## config.mk

```make
export PLATFORM = sky130hd
export DESIGN_NAME = timer_counter_top
export DESIGN_NICKNAME = d
export VERILOG_FILES = /design/src/tmr_pkg.sv /design/src/cycle_divider.sv /design/src/prescaler.sv /design/src/timer_counter_top.sv
export SDC_FILE = /design/constraint.sdc
export NUM_CORES = 1
export LEC_CHECK = 0
export ABC_AREA = 1
export BUFFER_PORTS_ARGS = -buffer_cell sky130_fd_sc_hd__buf_2
export CORE_MARGIN = 3
export CORE_UTILIZATION = 54
export CTS_CLUSTER_SIZE = 25
export DETAILED_ROUTE_END_ITERATION = 10
export PLACE_DENSITY = 0.86
export RECOVER_POWER = 100
export SETUP_SLACK_MARGIN = 0.02
export SYNTH_ARGS = -nofsm -noshare
export SYNTH_HDL_FRONTEND = slang
export SYNTH_SLANG_ARGS = --single-unit
export TNS_END_PERCENT = 10
```

## constraint.sdc

```tcl
create_clock -name SYS_CLK -period 2.9 [get_ports SYS_CLK]
set_input_delay 0.145 -clock SYS_CLK [delete_from_list [all_inputs] [get_ports SYS_CLK]]
set_output_delay 0.145 -clock SYS_CLK [all_outputs]
set_load 0.01 [all_outputs]
```

## src/tmr_pkg.sv

```systemverilog
// How it works
// - Software reads and writes the 8-bit count register; it holds every mode's value.
// - Timer mode with no prescaler advances the count once per instruction cycle.
// - A software write to the count stops counting for two instruction cycles.
// - Pin counting needs clock source, comparator source and output enable bits set.
// - Edge select zero counts rising pin edges, one counts falling pin edges.
// - Clock source set, comparator source clear: count comparator output, enable ignored.
// - The one prescaler feeds either this counter or the watchdog, never both.
// - Assignment bit zero routes prescaler to counter, one routes it to watchdog.
// - The prescaler is an 8-bit counter with a software rate setting.
// - Software can neither read nor load the prescaler count.
// - Assigned to the counter, the prescaler divides by powers of two, 2 to 256.
// - Count writes clear the prescaler while it is assigned; reset clears it too.
// - Assignment bit and three-bit rate field set routing and division ratio.
package tmr_pkg;

	localparam int COUNT_WIDTH = 8;
	localparam int PRE_WIDTH = 8;
	localparam int RATE_WIDTH = 3;
	localparam int INSTR_DIV_DEFAULT = 4;

	// Register indices, byte address is four times the index
	localparam logic [5:0] IDX_COUNT = 6'h01;
	localparam logic [5:0] IDX_CMP_CTRL = 6'h08;
	localparam logic [5:0] IDX_CONFIG = 6'h10;

	// Configuration register fields
	localparam int CFG_CLK_SRC_BIT = 5;
	localparam int CFG_EDGE_BIT = 4;
	localparam int CFG_ASSIGN_BIT = 3;
	localparam int CFG_RATE_LSB = 0;

	// Comparator control fields
	localparam int CMP_OUT_BIT = 7;
	localparam int CMP_OUTEN_BIT = 6;
	localparam int CMP_TSRC_BIT = 4;

	localparam logic [7:0] CFG_RESET = 8'hFF;
	localparam logic [6:0] CMP_RESET = 7'h7F;
	localparam logic [7:0] COUNT_RESET = 8'h00;
	localparam logic [7:0] PRE_RESET = 8'h00;
	localparam logic [1:0] WRITE_INHIBIT_CYCLES = 2'h2;

	typedef enum {SRC_TIMER, SRC_PIN, SRC_COMP, SRC_NONE} src_t;

endpackage : tmr_pkg

```

## src/cycle_divider.sv

```systemverilog
`timescale 1ns/100ps
module cycle_divider
	import tmr_pkg::*;
#(
	parameter int DIV = INSTR_DIV_DEFAULT
) (
	input wire logic clk,
	input wire logic rst_n,
	output logic tick
);

	localparam int CW = (DIV > 1) ? $clog2(DIV) : 1;
	localparam logic [CW-1:0] LAST = CW'(DIV - 1);

	logic [CW-1:0] cnt_ff;
	logic [CW-1:0] nxt_cnt;
	logic tick_ff;
	logic nxt_tick;

	always_comb begin
		nxt_cnt = cnt_ff + CW'(1);
		nxt_tick = 1'b0;
		if (cnt_ff == LAST) begin
			nxt_cnt = '0;
			nxt_tick = 1'b1;
		end
	end

	always_ff @(posedge clk or negedge rst_n) begin
		if (!rst_n) begin
			cnt_ff <= '0;
			tick_ff <= 1'b0;
		end else begin
			cnt_ff <= nxt_cnt;
			tick_ff <= nxt_tick;
		end
	end

	assign tick = tick_ff;

endmodule : cycle_divider

```

## src/prescaler.sv

```systemverilog
`timescale 1ns/100ps
module prescaler
	import tmr_pkg::*;
#(
	parameter int W = PRE_WIDTH,
	parameter int RW = RATE_WIDTH
) (
	input wire logic clk,
	input wire logic rst_n,
	input wire logic clr,
	input wire logic inc,
	input wire logic [RW-1:0] rate,
	output logic tick,
	output logic [W-1:0] value
);

	logic [W-1:0] cnt_ff;
	logic [W-1:0] nxt_cnt;
	logic [W-1:0] mask;

	// ratio two to the rate plus one
	assign mask = W'((32'd2 << rate) - 32'd1);
	// tick when the masked low bits roll over
	assign tick = inc & ~clr & ((cnt_ff & mask) == mask);

	always_comb begin
		nxt_cnt = cnt_ff;
		if (clr) begin
			nxt_cnt = '0;
		end else if (inc) begin
			nxt_cnt = cnt_ff + W'(1);
		end
	end

	always_ff @(posedge clk or negedge rst_n) begin
		if (!rst_n) begin
			cnt_ff <= PRE_RESET;
		end else begin
			cnt_ff <= nxt_cnt;
		end
	end

	assign value = cnt_ff;

	////////////////////////////////////////////////////////////////////////////////
	// Checks

	localparam int EW = W + 1;

	logic [EW-1:0] evt_ff;
	logic [EW-1:0] nxt_evt;
	logic evt_ok_ff;
	logic nxt_evt_ok;
	logic [RW-1:0] rate_ff;

	// Events since last tick, trusted only under a settled rate
	always_comb begin
		nxt_evt = evt_ff;
		nxt_evt_ok = evt_ok_ff;
		if (rate != rate_ff) begin
			nxt_evt = '0;
			nxt_evt_ok = 1'b0;
		end else if (clr || tick) begin
			nxt_evt = '0;
			nxt_evt_ok = 1'b1;
		end else if (inc) begin
			nxt_evt = evt_ff + EW'(1);
		end
	end

	always_ff @(posedge clk or negedge rst_n) begin
		if (!rst_n) begin
			evt_ff <= '0;
			evt_ok_ff <= 1'b0;
			rate_ff <= '0;
		end else begin
			evt_ff <= nxt_evt;
			evt_ok_ff <= nxt_evt_ok;
			rate_ff <= rate;
		end
	end

	property p_ratio;
		@(posedge clk) disable iff (!rst_n)
		tick && evt_ok_ff && (rate == rate_ff) |-> (evt_ff == (EW'(2) << rate) - EW'(1));
	endproperty
	a_ratio: assert property (p_ratio) else $error("prescaler tick off ratio");

endmodule : prescaler

```

## src/timer_counter_top.sv

```systemverilog
`timescale 1ns/100ps
module timer_counter_top
	import tmr_pkg::*;
#(
	parameter int INSTR_DIV = INSTR_DIV_DEFAULT
) (
	input wire logic SYS_CLK,
	input wire logic RST_N,
	input wire logic WB_CYC_I,
	input wire logic WB_STB_I,
	input wire logic WB_WE_I,
	input wire logic [7:0] WB_ADR_I,
	input wire logic [31:0] WB_DAT_I,
	input wire logic [3:0] WB_SEL_I,
	output logic [31:0] WB_DAT_O,
	output logic WB_ACK_O,
	input wire logic EXT_COUNT_IN,
	input wire logic COMP_OUT_IN,
	input wire logic WDT_CLOCK_IN,
	input wire logic WDT_CLEAR_IN,
	output logic [7:0] COUNT_VALUE,
	output logic COUNT_WRAP,
	output logic WDT_POST_TICK
);

	////////////////////////////////////////////////////////////////////////////////
	// Declarations

	logic ack_ff;
	logic nxt_ack;
	logic [31:0] dat_ff;
	logic [31:0] nxt_dat;
	logic [7:0] cfg_ff;
	logic [7:0] nxt_cfg;
	logic [6:0] cmp_ctrl_ff;
	logic [6:0] nxt_cmp_ctrl;
	logic pin_d_ff;
	logic comp_d_ff;
	logic [7:0] count_ff;
	logic [7:0] nxt_count;
	logic [1:0] inhibit_ff;
	logic [1:0] nxt_inhibit;
	logic wrap_ff;
	logic nxt_wrap;
	logic wdt_ff;
	logic nxt_wdt;

	logic wb_req;
	logic [5:0] idx;
	logic wr_fire;
	logic wr_count;
	logic wr_cmp;
	logic wr_cfg;
	logic [7:0] wdat_low;
	logic cycle_en;
	src_t src;
	logic pin_edge;
	logic comp_edge;
	logic src_evt;
	logic assign_wdt;
	logic pre_inc;
	logic pre_clr;
	logic pre_tick;
	logic [7:0] pre_value;
	logic count_step;
	logic inc;

	////////////////////////////////////////////////////////////////////////////////
	// Bus decode

	assign wb_req = WB_CYC_I & WB_STB_I;
	assign idx = WB_ADR_I[7:2];
	assign wdat_low = WB_DAT_I[7:0];
	// Writes land on the edge where the master samples ack
	assign wr_fire = wb_req & WB_WE_I & ack_ff & WB_SEL_I[0];
	assign wr_count = wr_fire & (idx == IDX_COUNT);
	assign wr_cmp = wr_fire & (idx == IDX_CMP_CTRL);
	assign wr_cfg = wr_fire & (idx == IDX_CONFIG);

	always_comb begin
		nxt_ack = wb_req & ~ack_ff;
		nxt_dat = dat_ff;
		if (wb_req & ~ack_ff) begin
			nxt_dat = 32'h00000000;
			if (!WB_WE_I) begin
				// prescaler count never on the read mux
				unique case (idx)
					IDX_COUNT: nxt_dat = {24'h000000, count_ff};
					IDX_CMP_CTRL: nxt_dat = {24'h000000, comp_d_ff, cmp_ctrl_ff};
					default: nxt_dat = 32'h00000000;
				endcase
			end
		end
	end

	always_ff @(posedge SYS_CLK or negedge RST_N) begin
		if (!RST_N) begin
			ack_ff <= 1'b0;
			dat_ff <= 32'h00000000;
		end else begin
			ack_ff <= nxt_ack;
			dat_ff <= nxt_dat;
		end
	end

	////////////////////////////////////////////////////////////////////////////////
	// Control registers

	always_comb begin
		nxt_cfg = cfg_ff;
		nxt_cmp_ctrl = cmp_ctrl_ff;
		if (wr_cfg) begin
			nxt_cfg = wdat_low;
		end
		if (wr_cmp) begin
			nxt_cmp_ctrl = wdat_low[6:0];
		end
	end

	always_ff @(posedge SYS_CLK or negedge RST_N) begin
		if (!RST_N) begin
			cfg_ff <= CFG_RESET;
			cmp_ctrl_ff <= CMP_RESET;
		end else begin
			cfg_ff <= nxt_cfg;
			cmp_ctrl_ff <= nxt_cmp_ctrl;
		end
	end

	////////////////////////////////////////////////////////////////////////////////
	// Count source selection

	cycle_divider #(
		.DIV(INSTR_DIV)
	) u_div (
		.clk(SYS_CLK),
		.rst_n(RST_N),
		.tick(cycle_en)
	);

	always_ff @(posedge SYS_CLK or negedge RST_N) begin
		if (!RST_N) begin
			pin_d_ff <= 1'b0;
			comp_d_ff <= 1'b0;
		end else begin
			pin_d_ff <= EXT_COUNT_IN;
			comp_d_ff <= COMP_OUT_IN;
		end
	end

	// edge select picks rising or falling
	assign pin_edge = cfg_ff[CFG_EDGE_BIT] ? (pin_d_ff & ~EXT_COUNT_IN)
		: (EXT_COUNT_IN & ~pin_d_ff);
	assign comp_edge = COMP_OUT_IN & ~comp_d_ff;

	always_comb begin
		if (!cfg_ff[CFG_CLK_SRC_BIT]) begin
			src = SRC_TIMER;
		end else if (!cmp_ctrl_ff[CMP_TSRC_BIT]) begin
			src = SRC_COMP;
		// pin needs both comparator bits set
		end else if (cmp_ctrl_ff[CMP_OUTEN_BIT]) begin
			src = SRC_PIN;
		end else begin
			src = SRC_NONE;
		end
	end

	always_comb begin
		unique case (src)
			SRC_TIMER: src_evt = cycle_en;
			SRC_PIN: src_evt = pin_edge;
			SRC_COMP: src_evt = comp_edge;
			SRC_NONE: src_evt = 1'b0;
		endcase
	end

	////////////////////////////////////////////////////////////////////////////////
	// Prescaler routing

	assign assign_wdt = cfg_ff[CFG_ASSIGN_BIT];
	// assignment bit steers input and clear
	assign pre_inc = assign_wdt ? WDT_CLOCK_IN : src_evt;
	assign pre_clr = assign_wdt ? WDT_CLEAR_IN : wr_count;

	prescaler #(
		.W(PRE_WIDTH),
		.RW(RATE_WIDTH)
	) u_pre (
		.clk(SYS_CLK),
		.rst_n(RST_N),
		.clr(pre_clr),
		.inc(pre_inc),
		.rate(cfg_ff[CFG_RATE_LSB +: RATE_WIDTH]),
		.tick(pre_tick),
		.value(pre_value)
	);

	// prescaler output goes one way only
	assign count_step = assign_wdt ? src_evt : pre_tick;
	assign inc = count_step & (inhibit_ff == 2'h0);

	////////////////////////////////////////////////////////////////////////////////
	// Count register

	always_comb begin
		nxt_count = count_ff;
		nxt_inhibit = inhibit_ff;
		nxt_wrap = 1'b0;
		nxt_wdt = assign_wdt & pre_tick;
		if (wr_count) begin
			nxt_count = wdat_low;
			nxt_inhibit = WRITE_INHIBIT_CYCLES;
		end else begin
			if ((inhibit_ff != 2'h0) && cycle_en) begin
				nxt_inhibit = inhibit_ff - 2'h1;
			end
			if (inc) begin
				nxt_count = count_ff + 8'h01;
				nxt_wrap = (count_ff == 8'hFF);
			end
		end
	end

	always_ff @(posedge SYS_CLK or negedge RST_N) begin
		if (!RST_N) begin
			count_ff <= COUNT_RESET;
			inhibit_ff <= 2'h0;
			wrap_ff <= 1'b0;
			wdt_ff <= 1'b0;
		end else begin
			count_ff <= nxt_count;
			inhibit_ff <= nxt_inhibit;
			wrap_ff <= nxt_wrap;
			wdt_ff <= nxt_wdt;
		end
	end

	assign WB_ACK_O = ack_ff;
	assign WB_DAT_O = dat_ff;
	assign COUNT_VALUE = count_ff;
	assign COUNT_WRAP = wrap_ff;
	assign WDT_POST_TICK = wdt_ff;

	////////////////////////////////////////////////////////////////////////////////
	// Checks

	property p_count_load;
		@(posedge SYS_CLK) disable iff (!RST_N)
		wr_count |=> (count_ff == $past(wdat_low));
	endproperty
	a_count_load: assert property (p_count_load) else $error("count load lost");

	property p_timer_step;
		@(posedge SYS_CLK) disable iff (!RST_N)
		(src == SRC_TIMER) && assign_wdt && (inhibit_ff == 2'h0) && cycle_en && !wr_count
		|=> (count_ff == $past(count_ff) + 8'h01);
	endproperty
	a_timer_step: assert property (p_timer_step) else $error("timer step missed");

	property p_hold_start;
		@(posedge SYS_CLK) disable iff (!RST_N)
		wr_count |=> (inhibit_ff == WRITE_INHIBIT_CYCLES) ##1 $stable(count_ff);
	endproperty
	a_hold_start: assert property (p_hold_start) else $error("hold-off not started");

	property p_hold_freeze;
		@(posedge SYS_CLK) disable iff (!RST_N)
		(inhibit_ff != 2'h0) && !wr_count |=> (count_ff == $past(count_ff));
	endproperty
	a_hold_freeze: assert property (p_hold_freeze) else $error("count moved in hold-off");

	property p_pin_rise;
		@(posedge SYS_CLK) disable iff (!RST_N)
		cfg_ff[CFG_CLK_SRC_BIT] && cmp_ctrl_ff[CMP_TSRC_BIT] && cmp_ctrl_ff[CMP_OUTEN_BIT]
		&& !cfg_ff[CFG_EDGE_BIT] && EXT_COUNT_IN && !pin_d_ff |-> src_evt;
	endproperty
	a_pin_rise: assert property (p_pin_rise) else $error("pin rise not counted");

	property p_comp_src;
		@(posedge SYS_CLK) disable iff (!RST_N)
		cfg_ff[CFG_CLK_SRC_BIT] && !cmp_ctrl_ff[CMP_TSRC_BIT] && COMP_OUT_IN && !comp_d_ff
		|-> src_evt;
	endproperty
	a_comp_src: assert property (p_comp_src) else $error("comparator edge missed");

	property p_one_owner;
		@(posedge SYS_CLK) disable iff (!RST_N)
		WDT_POST_TICK |-> $past(assign_wdt);
	endproperty
	a_one_owner: assert property (p_one_owner) else $error("watchdog tick while unassigned");

	property p_pre_clear;
		@(posedge SYS_CLK) disable iff (!RST_N)
		wr_count && !assign_wdt |=> (pre_value == 8'h00);
	endproperty
	a_pre_clear: assert property (p_pre_clear) else $error("prescaler not cleared");

	property p_wrap;
		@(posedge SYS_CLK) disable iff (!RST_N)
		inc && (count_ff == 8'hFF) && !wr_count |=> (count_ff == 8'h00) && COUNT_WRAP;
	endproperty
	a_wrap: assert property (p_wrap) else $error("count did not wrap");

endmodule : timer_counter_top

```

Yosys cells after proc, flatten, opt, wreduce, memory -nomap -nowiden
Cells that the tools add are included.
W data, S select, Z words.
{"block": "totals", "reg_bits": 71, "inputBits": 53, "out_inout_bits": 43}
{"block": "op_classes", "n_addsub": 5, "eq_ne": 9, "n_shift": 1, "muxes": 20, "bitwise": 21, "reduce_logical": 7}
{"cell": "$eq A32 B2 Y1 const B", "count": 2}
{"cell": "$eq A32 B1 Y1 const B", "count": 1}
{"cell": "$logic_not A32 Y1", "count": 1}
{"cell": "$mux W32", "count": 1}
{"cell": "$mux W8", "count": 4}
{"cell": "$add A8 B1 Y8 const B", "count": 2}
{"cell": "$pmux W8 S2", "count": 1}
{"cell": "$and A1 B1 Y1", "count": 15}
{"cell": "$mux W2", "count": 6}
{"cell": "$and A8 B8 Y8", "count": 1}
{"cell": "$eq A8 B8 Y1", "count": 1}
{"cell": "$eq A8 B8 Y1 const B", "count": 1}
{"cell": "$reduce_bool A2 Y1", "count": 4}
{"cell": "$shl A2 B3 Y8 const A", "count": 1}
{"cell": "$sub A8 B1 Y8 const B", "count": 1}
{"cell": "$mux W1", "count": 7}
{"cell": "$eq A6 B1 Y1 const B", "count": 1}
{"cell": "$eq A6 B4 Y1 const B", "count": 1}
{"cell": "$eq A6 B5 Y1 const B", "count": 1}
{"cell": "$not A1 Y1", "count": 5}
{"cell": "$pmux W1 S4", "count": 1}
{"cell": "$add A2 B1 Y2 const B", "count": 1}
{"cell": "$eq A2 B2 Y1 const B", "count": 1}
{"cell": "$logic_not A2 Y1", "count": 1}
{"cell": "2 further kinds", "count": 2}

Logic depth before layout (Yosys ltp)
{"block": "depth", "depth_word": 13, "mapped_depth": 16}

Hierarchy
Synthesis repeated with hierarchy kept, for this count alone.
{"block": "unflattened", "hier_cells": 360, "hier_area_um2": 2755.1}
{"module": "timer_counter_top", "instances": 1, "cells_per_inst": 263, "area_per_inst_um2": 2072.0, "seq_area_each_um2": 917.1}
{"module": "prescaler", "instances": 1, "cells_per_inst": 92, "area_per_inst_um2": 591.8, "seq_area_each_um2": 200.2}
{"module": "cycle_divider", "instances": 1, "cells_per_inst": 5, "area_per_inst_um2": 91.3, "seq_area_each_um2": 75.1}

Worst setup path before layout
No wires, ideal clock.
{"block": "synth_timing", "kind": "reg2reg", "start": "register cfg_ff[1]", "end": "register count_ff[2], in the netlist COUNT_VALUE[2]", "setup_time_ns": 0.065, "t_arrival_ns": 1.826, "t_required_ns": 2.835, "path_slack_ns": 1.009, "path_stages_with_launch": 17, "period_less_slack_ns": 1.891, "path_cell_list": "dfstp_2 -> buf_2 -> inv_1 -> nand3_1 -> ha_1 -> nand4_1 -> nand2_1 -> inv_1 -> nand2_1 -> nand2_1 -> nor2_1 -> nand3_2 -> nand2_2 -> nand2_4 -> nand2_4 -> nand2_1 -> nand2_1"}
{"block": "synth_between", "elab_chain_len": 8}
{"element": "start: declaration", "line": "timer_counter_top.sv:33", "text": "logic [7:0] cfg_ff;"}
{"element": "start signal: assignment", "line": "timer_counter_top.sv:125", "text": "cfg_ff <= nxt_cfg;"}
{"element": "$shl A2 B3 Y8 *", "line": "prescaler.sv:22", "text": "assign mask = W'((32'd2 << rate) - 32'd1);"}
{"element": "$sub A8 B1 Y8 *", "line": "prescaler.sv:22"}
{"element": "$and A8 B8 Y8", "line": "prescaler.sv:24", "text": "assign tick = inc & ~clr & ((cnt_ff & mask) == mask);"}
{"element": "$eq A8 B8 Y1 *", "line": "prescaler.sv:24"}
{"element": "$and A1 B1 Y1 *", "line": "prescaler.sv:24"}
{"element": "$mux W1 *", "line": "timer_counter_top.sv:200", "text": "assign count_step = assign_wdt ? src_evt : pre_tick;"}
{"element": "$and A1 B1 Y1 *", "line": "timer_counter_top.sv:201", "text": "assign inc = count_step & (inhibit_ff == 2'h0);"}
{"element": "$reduce_bool A2 Y1 (no line) *"}
{"element": "end signal: assignment", "line": "timer_counter_top.sv:232", "text": "count_ff <= nxt_count;"}
{"element": "end: declaration", "line": "timer_counter_top.sv:39", "text": "logic [7:0] count_ff;"}
Every way passes the cells marked *; elsewhere a longest branch is shown, timed or not.
A chain may end at the register's enable or synchronous reset.

Worst setup path in the final report
{"block": "layout_timing", "start": "register cfg_ff[0]", "end": "register count_ff[2], in the netlist COUNT_VALUE[2]"}
Same word-level chain as after synthesis.

==> impl_results.md <==
- Wire length after detailed routing: 5790 um
- Die area: 6040 um2
- Fmax: approximately 430 MHz
- Crit-path slowest cell: dfstp_1
- I/O pin count: between 90 and 100
- Asr flop ratio synth: between 90% and 100%
- Area growth, synth to finish: 6.58%
- Clock buffer depth: 2
- Placed Area: about 3000 um2
- Cell Chain, Critical Path: nand3_1, ha_1, nor2_1, nor2_1, nand3_1, nor2_1, nand2_1, nor2_1, nand3_1, nand2_1, nand2_4, nand2_4, nand2_1, nand2_1
- Post-CTS Setup Repair Bufs: 0
- Vias in the first global route: between 2000 and 2500
- Fin. Hold Viols: 0
- RSZ-0062 raised after global routing: false
- Post-Syn Instances: 340
- Outcome: finished with violations
- Antenna Cells: 0
- Final worst slack: 0.584 ns
- Antenna violations before repair: 0
- Max-slew violations: 48
- Clk pin slew, worst setup/hold paths: 0.08 ns
- Depth of the CTS H-tree: 2
- Post-synth top area share: a little under a third
- DR pass1 iterations: 4
- Leak Pwr: about 0.0015 uW
- Grt met3 use: under 10%
- Root buf cell: clkbuf_8
- Met1 usage: approximately 26%
- Routability congestion estimate: between 0.9 and 1
- Clock period minus worst slack: 2.32 ns
- First-pass GRT wire length: between 9000 and 10000 um
- Worst-skew pair later-pin latency: approximately 0.30 ns
- Wirelength per Cell: between 10 and 15 um
- Peak supply drop: 0.000426 V
- CTS buffer count: 5
- Place WS: approximately 0.77 ns
- # DRC: 0
- WP buf/inv: 0
- Synth cell types: 34
- Nets@finish: between 400 and 500
- GRT Total Usage: ~20%
- Failing checks: max-capacitance violations, max-slew violations
- Die Span Y: ~80 um
- GRT busiest layer: met2
- Delay-heaviest family, CP: simple AND/OR/NAND/NOR gates
- Worst Path Required: ~3.1 ns
- Synth area leaders: dfrtp_1, dfstp_2, nand2_1
- Yosys warnings: 0
- Ratio of cells with drive above 1 in the final layout: 13.3%
- Hold crit path type: input pin to register
- Final Power: around 1700 uW
- DR vias: approximately 2300
- Critical path's largest stage delay: between 0.6 and 0.7 ns
- Input/output buffers: 42
- Initial Util: ~57%
- Antenna Violating Nets Remaining: 0
- Pin count of the biggest net entering global routing: 48
- # clock sinks: between 40 and 50
- Sequential area share after synthesis: 42.9%
- CTS tree: yes
- Num rows: 25
- Rel. slew slack: -64.6%
- FF+latch area: roughly 1200 um2
- Largest area contributor in the netlist: dfrtp_1
- Average cell area after synthesis: slightly above 8 um2
- EDFF count, synth: 0
- Met2 Resource Use GR: between 30% and 40%
- Design Area, Final: a little under 3000 um2
- Grt total ovfl: 0
- Multi-input gate area: 1250 um2
- Worst-Margin Slew: between 2 and 2.5 ns
- Top_reg_cell synth: dfrtp_1
- Core region area: slightly below 5000 um2
- PD cells: between 500 and 600 nW/um2
- Min Hold Slack: between 0.09 and 0.1 ns
- Fin Clk Skew: 0.00495 ns
- Cts repair resizes: 0
- Overall die width: slightly below 80 um
- # fillers: 436
- Netlist Area Pre-Place: ~2800 um2
- Final Setup Violations: 0
- Setup TNS Final: 0 ns
- DR iter-0 viols: ~160
- Max-cap violations: 1
- DP HPWL: 4340 um
- Startpoint types: register
- Final period utilization: roughly four fifths
- Crit Path Max Fanout: 10
- Synth Register Bits: between 40 and 50
- Vias/cell: about 5.1
- CP Capture Type: register
- CP Data Arrival Time: 2.55 ns
- Crit path kind: register to register
layout by cell type, fill, tap and decap left out, types with 2 or more instances in the layout:
cell type / instances
a21oi_1: 6
buf_2: 20
clkbuf_1: 25
clkbuf_8: 5
conb_1: 24
dfrtp_1: 34
dfstp_2: 12
dlygate4sd3_1: 2
ha_1: 5
inv_1: 37
inv_2: 2
nand2_1: 84
nand2_4: 2
nand3_1: 35
nand4_1: 3
nor2_1: 14
nor2_4: 2
nor3_1: 6
o21ai_0: 38
o21ai_2: 2
o21bai_1: 2
o22ai_1: 5
xnor2_1: 2
xor2_1: 6
path summary, 6_finish.rpt:
check	startpoint	to	slack, ns	cells after the start
worst min-delay path	WB_DAT_I[4]	cmp_ctrl_ff[4]	0.1	3
worst max register to register	cfg_ff[0]	COUNT_VALUE[2]	0.58	14
worst min register to register	u_div.cnt_ff[0]	u_div.cnt_ff[0]	0.43	1
worst max-delay path	cfg_ff[0]	COUNT_VALUE[2]	0.58	14
min in group asynchronous	RST_N	u_pre.value[4]	0.60	1
max in group asynchronous	RST_N	u_pre.value[0]	0.90	1
state kept, by name, summed over array words and instances, names as in the netlist:
signal and flops:
COUNT_VALUE 8, COUNT_WRAP 1, WB_ACK_O 1, WB_DAT_O 8
WDT_POST_TICK 1, cfg_ff 6, cmp_ctrl_ff 7, comp_d_ff 1
inhibit_ff 2, pin_d_ff 1, u_div.cnt_ff 2, u_div.tick 1
u_pre.value 8
stage by stage:
step	util, %	std cells
CTS	62.5	451
floorplan	-	363
global placement	60.5	441
global route	61.1	451
detailed placement	60.5	441
finish	61.1	451
synthesized netlist by cell type (2+ instances only):
cell type / number
inv_2: 3
ha_1: 5
xnor2_1: 2
nor2_1: 14
o21ai_2: 7
a21oi_1: 6
o22ai_1: 5
nand2_2: 2
xor2_1: 6
inv_1: 36
nand3_2: 2
nand2_4: 2
dfstp_2: 13
o21bai_1: 2
nor2_4: 2
dfrtp_1: 34
nand3_1: 34
nor3_1: 6
nand2_1: 82
nand4_1: 3
buf_2: 4
o21ai_0: 33
buf_4: 26
where the power goes:
group / leakage, uW / total, uW / switching, uW / internal [uW]
Combinational: 0.000853 / 494 / 304 / 190
Sequential: 0.000570 / 866 / 113 / 753
Clock: 0.0000395 / 382 / 210 / 172
Total: 0.00146 / 1740 / 627 / 1110
area by class of cell:
cell class | instances | share of cell area (%)
Clock buffer | 8 | 2.70
Timing Repair Buffer | 44 | 6.85
Tap cell | 67 | 2.83
Inverter | 39 | 4.95
Multi-Input combinational cell | 246 | 42.4
Sequential cell | 47 | 40.3
tightest hold or removal path: stages:
cell and delay, ns:
buf_2 0.11, inv_1 0.08, o21ai_2 0.06
routing by layer:
layer  part of all wire, %  wire, um
met5                     0         0
met3                   5.4       313
met4                   1.7        98
met2                    49      2850
met1                    44      2520
repair_timing:
item,CTS,global route
endpoints found under the hold margin,2,0
hold buffers,2,0
endpoints found under the setup margin,0,0
logic make-up (layout without fill, tap and decap cells):
kind of cell | after synthesis | after routing | synth area share (%)
adder cells (fa/ha/maj) | 5 | 5 | 2.25
multiplexers | 1 | 1 | 0.811
buffers and inverters | 70 | 91 | 13.4
flip-flops | 47 | 47 | 42.9
AO/OA/AOI/OAI | 54 | 54 | 11.2
AND/OR/NAND/NOR | 154 | 154 | 26.8
XOR/XNOR | 8 | 8 | 2.52
other | 1 | 24 | 0.135
Power figures use the tool's default switching activity.
